==> config.mk <==
export PLATFORM = sky130hd
export DESIGN_NAME = program_memory_table_access
export DESIGN_NICKNAME = d
export VERILOG_FILES = /design/src/verilog/tbl_pkg.sv /design/src/verilog/program_memory_table_access.sv
export SDC_FILE = /design/constraint.sdc
export NUM_CORES = 1
export LEC_CHECK = 0
export ABC_AREA = 1
export BUFFER_PORTS_ARGS = -buffer_cell sky130_fd_sc_hd__buf_2
export CORE_ASPECT_RATIO = 1.4
export CORE_MARGIN = 3
export CORE_UTILIZATION = 55
export DETAILED_ROUTE_END_ITERATION = 10
export HOLD_SLACK_MARGIN = 0.15
export MAX_ROUTING_LAYER = met4
export PLACE_DENSITY_LB_ADDON = 0.15
export SETUP_SLACK_MARGIN = 0.05
export SYNTH_ARGS = -nofsm -noshare
export SYNTH_HDL_FRONTEND = slang
export SYNTH_SLANG_ARGS = --single-unit
==> constraint.sdc <==
create_clock -name hclk -period 1.9 [get_ports hclk]
set_clock_uncertainty 0.05 [all_clocks]
set_input_delay 0.475 -clock hclk [delete_from_list [all_inputs] [get_ports hclk]]
set_output_delay 0.475 -clock hclk [all_outputs]
set_load 0.02 [all_outputs]
==> src/verilog/tbl_pkg.sv <==
// Package for the program memory table access unit: register map, fields, states and carriers.
package tbl_pkg;
   localparam int          ADDR_W          = 8;
   localparam logic [7:0]  CTRL_OFS        = 8'h00;
   localparam logic [7:0]  PTR_OFS         = 8'h04;
   localparam logic [7:0]  CMD_OFS         = 8'h08;
   localparam logic [7:0]  STAT_OFS        = 8'h0C;
   localparam logic [7:0]  LATCH_OFS       = 8'h10;
   localparam int          CTRL_EXT_BIT    = 0;
   localparam int          CMD_OP_LSB      = 0;
   localparam int          CMD_HI_BIT      = 2;
   localparam int          CMD_INC_BIT     = 3;
   localparam int          CMD_DATA_LSB    = 8;
   localparam int          STAT_BUSY_BIT   = 0;
   localparam int          STAT_HALT_BIT   = 1;
   localparam int          STAT_ABORT_BIT  = 2;
   localparam int          STAT_EXT_BIT    = 3;
   localparam int          STAT_RESULT_LSB = 8;
   localparam int          LATCH_WR_LSB    = 16;
   localparam logic [15:0] PTR_RST         = 16'h0000;
   localparam logic [15:0] LATCH_RST       = 16'h0000;
   localparam logic        EXT_RST         = 1'b0;
   localparam int          CORE_SRCS       = 3;

   typedef enum logic [1:0] {
      OP_LATCH_RD = 2'h0,
      OP_LATCH_WR = 2'h1,
      OP_TABLE_RD = 2'h2,
      OP_TABLE_WR = 2'h3
   } op_e;

   typedef enum logic [3:0] {
      ST_IDLE = 4'h1,
      ST_RD2  = 4'h2,
      ST_WR2  = 4'h4,
      ST_LONG = 4'h8
   } st_e;

   // Program memory request; ext selects the external system bus.
   typedef struct packed {
      logic        rd;
      logic        ext_we;
      logic        prog;
      logic        ext;
      logic [15:0] addr;
      logic [15:0] wdata;
   } mem_req_s;

   // Answers to the interrupt controller; bit 0 of core_clr is the external pin source.
   typedef struct packed {
      logic [CORE_SRCS-1:0] core_clr;
      logic                 periph_ack;
      logic                 vector_req;
   } irq_act_s;
endpackage

==> src/verilog/program_memory_table_access.sv <==
// Table read and table write unit with an AHB-Lite register port.
//
// Decided for this implementation: the placing of the registers and the AHB-Lite register port.
`timescale 1ns/1ps
`default_nettype none

// Contract
// - Latched table read returns selected latch byte to the destination.
// - Then it loads the pointed 16-bit program word into the latch.
// - Increment operand 1 advances pointer after access; 0 leaves it.
// - Internal table write starts long programming cycle; execution halts meanwhile.
// - Long write ends only on reset or enabled and flagged interrupt.
// - Ending core source flag, highest priority enabled, is cleared automatically.
// - Core source pending at internal write aborts it as no-operation, clears flag.
// - Peripheral interrupt ending long write keeps its flag set.
// - On termination vector if global disable is 0, else resume.
// - Without programming voltage internal write takes two cycles, no change.
// - External table write takes two cycles, data driven in second.
// - External write completes despite interrupts; core flag cleared or peripheral acknowledged.
// - External mode keeps separate read and write latches.
// - First table read returns old latch contents, later reads fetched words.
// - Table write places byte into selected latch half, then writes word.
// - Two byte registers form the 16-bit program word pointer; here one 16-bit register at PTR_OFS holds it.
// - Table accesses reach external memory only in external program modes.
module program_memory_table_access (
   input  wire logic                           hclk,            // Core instruction clock.
   input  wire logic                           hresetn,         // Asynchronous reset, active low.
   input  wire logic                           hsel,            // AHB-Lite slave select.
   input  wire logic [31:0]                    haddr,           // AHB-Lite address.
   input  wire logic [1:0]                     htrans,          // AHB-Lite transfer type.
   input  wire logic                           hwrite,          // AHB-Lite write flag.
   input  wire logic [31:0]                    hwdata,          // AHB-Lite write data.
   input  wire logic                           hready,          // AHB-Lite bus ready.
   output logic      [31:0]                    hrdata,          // AHB-Lite read data.
   output logic                                hreadyout,       // AHB-Lite slave ready.
   output logic                                hresp,           // AHB-Lite response, always OKAY.
   input  wire logic [tbl_pkg::CORE_SRCS-1:0] core_irq_en,     // Core source enables.
   input  wire logic [tbl_pkg::CORE_SRCS-1:0] core_irq_flag,   // Core source flags.
   input  wire logic                           periph_irq_pend, // Peripheral enable and flag both set.
   input  wire logic                           global_irq_disable, // Vectoring disable.
   input  wire logic                           prog_voltage_pin,   // Programming voltage present.
   input  wire logic [15:0]                    mem_rdata,       // Program word, valid while rd is high.
   output tbl_pkg::mem_req_s                   mem_req,         // Program memory request.
   output tbl_pkg::irq_act_s                   irq_act,         // Flag clears, acknowledge, vector.
   output logic                                cpu_halt         // Execution halted by a long write.
);
   import tbl_pkg::*;

   typedef struct packed {
      st_e         st;
      logic        hreadyout;
      logic        hresp;
      logic [31:0] hrdata;
      logic        ap_wr;
      logic [7:0]  ap_addr;
      logic        ext_mode;
      logic [15:0] ptr;
      logic [15:0] rd_lat;
      logic [15:0] wr_lat;
      logic        inc;
      logic [7:0]  result;
      logic        aborted;
      logic        halt;
      logic        vpp_meta;
      logic        vpp;
      mem_req_s    mem;
      irq_act_s    irq;
   } state_s;

   state_s                 q;
   state_s                 d;
   logic [CORE_SRCS-1:0]   core_pend;
   logic                   term;
   logic                   cmd_go;
   op_e                    cmd_op;
   logic                   cmd_hi;
   logic [7:0]             cmd_byte;
   logic [7:0]             rd_byte;
   logic [15:0]            wr_new;
   logic [31:0]            rd_mux;

   // Isolates the highest priority (lowest index) pending source.
   function automatic logic [CORE_SRCS-1:0] prio(input logic [CORE_SRCS-1:0] p);
      prio = p & (~p + {{(CORE_SRCS-1){1'b0}}, 1'b1});
   endfunction

   assign core_pend = core_irq_en & core_irq_flag;
   assign term      = (|core_pend) | periph_irq_pend;
   assign cmd_go    = q.ap_wr && (q.ap_addr == CMD_OFS) && (q.st == ST_IDLE);
   assign cmd_op    = op_e'(hwdata[CMD_OP_LSB +: 2]);
   assign cmd_hi    = hwdata[CMD_HI_BIT];
   assign cmd_byte  = hwdata[CMD_DATA_LSB +: 8];
   assign rd_byte   = cmd_hi ? q.rd_lat[15:8] : q.rd_lat[7:0];
   assign wr_new    = cmd_hi ? {cmd_byte, q.wr_lat[7:0]} : {q.wr_lat[15:8], cmd_byte};

   always_comb begin
      rd_mux = 32'h0000_0000;
      case (haddr[ADDR_W-1:0])
         CTRL_OFS: rd_mux[CTRL_EXT_BIT] = q.ext_mode;
         PTR_OFS: rd_mux[15:0] = q.ptr;
         STAT_OFS: begin
            rd_mux[STAT_BUSY_BIT]        = (q.st != ST_IDLE);
            rd_mux[STAT_HALT_BIT]        = q.halt;
            rd_mux[STAT_ABORT_BIT]       = q.aborted;
            rd_mux[STAT_EXT_BIT]         = q.ext_mode;
            rd_mux[STAT_RESULT_LSB +: 8] = q.result;
         end
         LATCH_OFS: rd_mux = {q.wr_lat, q.rd_lat};
         default: rd_mux = 32'h0000_0000;
      endcase
   end

   always_comb begin
      d                  = q;
      d.hreadyout        = 1'b1;
      d.hresp            = 1'b0;
      d.mem.rd           = 1'b0;
      d.mem.ext_we       = 1'b0;
      d.irq              = '0;
      // The first stage feeds only the second.
      d.vpp_meta         = prog_voltage_pin;
      d.vpp              = q.vpp_meta;
      if (hready) begin
         d.ap_wr   = hsel && htrans[1] && hwrite;
         d.ap_addr = haddr[ADDR_W-1:0];
         d.hrdata  = (hsel && htrans[1] && !hwrite) ? rd_mux : 32'h0000_0000;
      end
      // Pointer and mode writes are ignored while an access runs, so a pointer never moves mid-access.
      if (q.ap_wr && q.st == ST_IDLE) begin
         case (q.ap_addr)
            CTRL_OFS: d.ext_mode = hwdata[CTRL_EXT_BIT];
            PTR_OFS: d.ptr = hwdata[15:0];
            default: d.ptr = q.ptr;
         endcase
      end
      case (q.st)
         ST_IDLE: begin
            if (cmd_go) begin
               d.inc     = hwdata[CMD_INC_BIT];
               d.aborted = 1'b0;
               d.mem.addr = q.ptr;
               d.mem.ext  = q.ext_mode;
               case (cmd_op)
                  OP_LATCH_RD: d.result = rd_byte;
                  OP_LATCH_WR: begin
                     d.wr_lat = wr_new;
                     if (!q.ext_mode) begin
                        d.rd_lat = wr_new;
                     end
                  end
                  OP_TABLE_RD: begin
                     d.result = rd_byte;
                     d.mem.rd = 1'b1;
                     d.st     = ST_RD2;
                  end
                  OP_TABLE_WR: begin
                     d.wr_lat    = wr_new;
                     d.mem.wdata = wr_new;
                     if (!q.ext_mode) begin
                        d.rd_lat = wr_new;
                     end
                     if (q.ext_mode) begin
                        d.mem.ext_we = 1'b1;
                        d.st         = ST_WR2;
                     end else if (|core_pend) begin
                        d.aborted      = 1'b1;
                        d.irq.core_clr = prio(core_pend);
                     end else if (!q.vpp) begin
                        d.st = ST_WR2;
                     end else begin
                        d.mem.prog = 1'b1;
                        d.halt     = 1'b1;
                        d.st       = ST_LONG;
                     end
                  end
                  default: d.result = q.result;
               endcase
            end
         end
         ST_RD2: begin
            d.rd_lat = mem_rdata;
            if (!q.mem.ext) begin
               d.wr_lat = mem_rdata;
            end
            if (q.inc) begin
               d.ptr = q.ptr + 16'h0001;
            end
            d.st = ST_IDLE;
         end
         ST_WR2: begin
            if (q.mem.ext) begin
               if (|core_pend) begin
                  d.irq.core_clr = prio(core_pend);
               end else begin
                  d.irq.periph_ack = periph_irq_pend;
               end
            end
            if (q.inc) begin
               d.ptr = q.ptr + 16'h0001;
            end
            d.st = ST_IDLE;
         end
         ST_LONG: begin
            // only enabled flagged source ends it
            if (term) begin
               d.mem.prog = 1'b0;
               d.halt     = 1'b0;
               d.irq.core_clr = prio(core_pend);
               d.irq.vector_req = !global_irq_disable;
               if (q.inc) begin
                  d.ptr = q.ptr + 16'h0001;
               end
               d.st = ST_IDLE;
            end
         end
         default: d.st = ST_IDLE;
      endcase
   end

   always_ff @(posedge hclk or negedge hresetn) begin
      if (!hresetn) begin
         q           <= '0;
         q.st        <= ST_IDLE;
         q.hreadyout <= 1'b1;
         q.ext_mode  <= EXT_RST;
         q.ptr       <= PTR_RST;
         q.rd_lat    <= LATCH_RST;
         q.wr_lat    <= LATCH_RST;
      end else begin
         q <= d;
      end
   end

   assign hrdata    = q.hrdata;
   assign hreadyout = q.hreadyout;
   assign hresp     = q.hresp;
   assign mem_req   = q.mem;
   assign irq_act   = q.irq;
   assign cpu_halt  = q.halt;
endmodule

`default_nettype wire

# Yosys cells after proc, flatten, opt, wreduce, memory -nomap -nowiden
# Cells that the tools add are included.
[totals] register_bits=148 in_bits=96 output_inout_bits=76 word_cells=127
[op_classes] addsub=2 n_eq_ne=23 n_mux=50 n_bitwise=4 reduce_logical=25
[ops] op="$mux 16" count=8
[ops] op="$mux 32" count=2
[ops] op="$pmux 32 s2" count=1
[ops] op="$mux 43" count=1
[ops] op="$mux 39" count=1
[ops] op="$pmux 16 s2" count=1
[ops] op="$mux 4" count=6
[ops] op="$pmux 4 s2" count=3
[ops] op="$pmux 8 s3" count=1
[ops] op="$mux 19" count=1
[ops] op="$pmux 3 s3" count=2
[ops] op="$add 16x1->16 const B" count=1
[ops] op="$eq 8x3->1 const B" count=2
[ops] op="$eq 8x4->1 const B" count=2
[ops] op="$logic_not 8->1" count=2
[ops] op="$mux 8" count=2
[ops] op="$ne 2x2->1 const B" count=7
[ops] op="$reduce_and 4->1" count=3
[ops] op="$mux 1" count=11
[ops] op="$mux 3" count=3
[ops] op="$eq 8x5->1 const B" count=1
[ops] op="$mux 2" count=4
[ops] op="$reduce_and 7->1" count=1
[ops] op="$and 3x3->3" count=2
[ops] op="23 further kinds" count=36

# Logic depth before layout (Yosys ltp)
[depth] word_depth=9 mapped_depth=10

# Worst setup path before layout
# OpenSTA, ideal clock, no wires.
[synth_timing] path_type="register to register" startpoint="reg q[146] (netlist name)" endpoint="reg q[58] (netlist name)" setup_time_ns=0.117 arrival_time_ns=1.411 path_slack_ns=0.321 stages_incl_launch_ff=11 n_path_buf=1 period_less_slack_ns=1.579 path_cell_list="dfstp_2 inv_2 nor2_4 nand2_8 inv_8 nand2_2 nand2_2 nor2_8 buf_6 nand2_1 o21ai_2"
[synth_between] elab_chain_len=4 elab_cells_between_ends=9 cone_classes="eq/ne (5); mux (1); reduce/logical (3)"
[synth_lines] element="start, declared" line="program_memory_table_access.sv:70" rtl="state_s q;"
[synth_lines] element="$eq 4x1->1" line="program_memory_table_access.sv:89, program_memory_table_access.sv:136"
[synth_lines] element="$logic_and 1x1->1" line="program_memory_table_access.sv:89" rtl="assign cmd_go = q.ap_wr && (q.ap_addr == CMD_OFS) && (q.st == ST_IDLE);"
[synth_lines] element="$ne 2x2->1 (no source line)"
[synth_lines] element="$reduce_and 4->1 (no source line)"
# Parallel ways exist; a longest one is shown, timed or not.
# A chain may end at the register's enable or synchronous reset.

# Worst setup path in the final report
[layout_timing] startpoint="reg q[146] (netlist name)" endpoint="reg q[83] (netlist name)"
# Same word-level chain as after synthesis.

==> results.cfg <==
[critical_path]
critPathKind = reg -> reg
cp.arrival_ps = 2060
cpMaxStageDelayCell = dfstp_2
slowest_delay_ps = 540
cpMostUsedCell = nand2_1
start_kind = flip-flop
setup.worst_path.start = q[146]
worstPathRequired_ps = 2200
cp_cell_sequence = inv_2 -> nor2_4 -> nand2_8 -> clkinv_8 -> nand3_4 -> buf_4 -> o21ai_2 -> nand2_1 -> nand2_1
reg2reg_from = q[146]
cp.buffers_inverters = 3
end_kind = flip-flop
cpLargestDelayFamily = simple AND/OR/NAND/NOR gates
crit_fanout = 10

[cells_and_area]
drive_gt1_share_pct = 23.0
final_cell_mix = 342 x nand2_1, 147 x dfrtp_1, 127 x buf_2
num-fill-cells = 1212
num_antenna_cells = 0
multiInputGateArea_um2 = 3070
area_growth_pct = 15.1
fin_nets = 1133
final_common_cell = nand2_1
seq_area_um2 = 3700

[sta]
fmax_ghz = 0.568
grt_setup_unrepaired = true
fin_crit_ps = 1760
drv_slew = 0
timing.hold.ws_ps = 228
hold_violations = 0
setup_viol = 0
post-route-period-util_pct = 92.7
tns_ps = 0

[hold_path]
worstHoldPathType = in -> reg
min-delay-start = haddr[6]

[global_route]
grt_pass1_vias = 6339
grt_pass1_wl_mm = 31.1
grtUsageTotal_pct = 25.7
grt_remaining_overflow = 0
antenna_found_initial = 0
grt_max_degree = 54

[detailed_routing]
vias = 6434
finalWirelength_mm = 19.6
final_antenna_net_count = 0
vias_per_cell = 5.23
dr.pass1.iters = 5
drt-initial-drc-count = 423
drc = 0
wire_per_inst_um = 15.9

[power_and_ir_drop]
power.static_leakage_nw = 4.92
pwr-share-comb_pct = 21.5
p_total_mw = 9.18
max-vdd-ir-drop_v = 0.000658
p_int_mw = 6.25
netSwitchingFraction_pct = 31.9
powerDensity_nw_per_um2 = 1020
clkPwrFrac_pct = 37.8
seqPwrFrac_pct = 40.7
power.switching_mw = 2.93

[clock_tree]
cts_tree = done
clkTransAtPathRegs_ps = 60
cts_root_buf = clkbuf_16
cts-buffers-inserted = 17
cts_sinks = 148
clk_latency_ps = 420
htreeDepth = 4
clock_path_buffers = 2

[run_status]
status = finished, final reports clean

[synthesis]
ys_seq_area_share_pct = 47.5
syn_avg_cell_area_um2 = 8.16
ys_warn_count = 0
synth_nets = 1053
synth.distinct_cells = 35
ys_ff_latch = 148
syn_area_um2 = 7800
synth_cells = 956

[flow_run]
cap_violations = 0

[die]
die-area_um2 = 15700
die_w_um = 107
ioPinCount = 172
fp.dieH_um = 147
start_util_pct = 57.2
num_rows = 50
coreArea_um2 = 13600

[placed_design]
routabilityCongestion = 0.926
io_buffers = 128
hpwl_mm = 13.9
sequential cells by signal, indices dropped and copies added (netlist names):
name / flops
d: 1
cpu_halt: 1
q: 73
hrdata: 32
irq_act: 5
mem_req: 36
metal layers:
metal / share of wire [%] / track usage (%) / up-vias
met1: 43 / 32.0 / 3028
met5: 0 / - / -
met3: 4.5 / 4.22 / 42
met4: 2.7 / 9.09 / 0
met2: 50 / 42.5 / 192
li1: - / - / 3172
worst paths after layout:
path,cells after the start,slack [ps],endpoint
worst max-delay path,9,140,q[83]
worst min-delay path,3,230,q[109]
worst max register to register,9,140,q[83]
worst min register to register,0,300,q[41]
max in group asynchronous,3,740,q[83]
min in group asynchronous,2,420,irq_act[0]
cells by family after synthesis:
kind of cell	count (synthesis)	share of synthesized area, %
AND/OR/NAND/NOR	444	24.7
XOR/XNOR	10	1.12
AO/OA/AOI/OAI	156	11.8
multiplexers	8	1.03
adder cells (fa/ha/maj)	1	0.160
other	2	0.0963
buffers and inverters	187	13.6
flip-flops	148	47.5
area by class of cell:
cell class                      count  area share [%]
Timing Repair Buffer              170            11.8
Inverter                           76            3.32
Tap cell                          182            2.54
Sequential cell                   148            41.3
Multi-Input combinational cell    623            34.2
Clock buffer                       18            4.89
Clock inverter                     14            1.95
power by group through the flow:
stage               clock network [mW]  registers (mW)  logic [mW]
CTS                               3.51            3.73        1.86
global placement                     0            3.78        1.80
global route                      3.66            3.78        2.21
floorplan                            0            3.70        1.40
finish                            3.47            3.74        1.98
detailed placement                   0            3.78        1.83
repair_timing:
| item | CTS | global route |
|---|---|---|
| pin swaps | 0 | 3 |
| hold endpoints to repair | 28 | 0 |
| gates resized for setup | 1 | 11 |
| endpoints found under the setup margin | 19 | 41 |
| hold buffers | 3 | 0 |
| setup buffers | 0 | 10 |
| gates cloned | 0 | 2 |
worst min-delay path: cells and delay by family:
family	cells	cell delay, ps
buf+inv	1	90
simple gates	2	90
cell usage after synthesis:
master | instances | area, um2
nand3_4 | 3 | 52.6
inv_8 | 1 | 11.3
ha_1 | 1 | 12.5
o211ai_1 | 11 | 82.6
nand4_4 | 1 | 21.3
o21ai_1 | 40 | 200
buf_6 | 6 | 67.6
nor2_2 | 6 | 37.5
nand3_1 | 25 | 125
dfrtp_1 | 147 | 3680
buf_2 | 13 | 65.1
a21oi_1 | 5 | 25.0
nand4_1 | 8 | 50.1
mux2i_1 | 8 | 80.1
nand2_4 | 3 | 33.8
nor3_1 | 6 | 30.0
clkbuf_1 | 15 | 56.3
inv_2 | 3 | 11.3
nor2_8 | 2 | 40.0
nor2_1 | 37 | 139
nor2_4 | 4 | 45.0
o21ai_0 | 72 | 360
nand2_8 | 1 | 20.0
o22ai_1 | 1 | 6.26
dfstp_2 | 1 | 26.3
buf_4 | 77 | 578
a31oi_1 | 3 | 18.8
nand2_1 | 343 | 1290
conb_1 | 2 | 7.51
nand2_2 | 2 | 12.5
xor2_1 | 10 | 87.6
inv_1 | 72 | 270
a32o_1 | 16 | 160
o21ai_2 | 8 | 70.1
nand3_2 | 3 | 30.0
metrics by stage:
step	setup WS, ps	utilization (%)	instances	instance area (um2)
after floorplan	321	-	956	7800
after global placement	30.2	60.1	1184	8200
after detailed placement	26.5	60.1	1184	8200
final	139	65.8	1231	8980
after CTS	60.5	64.9	1219	8850
after global routing	21.9	65.8	1231	8980
Note: power is estimated with default switching activity, not from simulation.
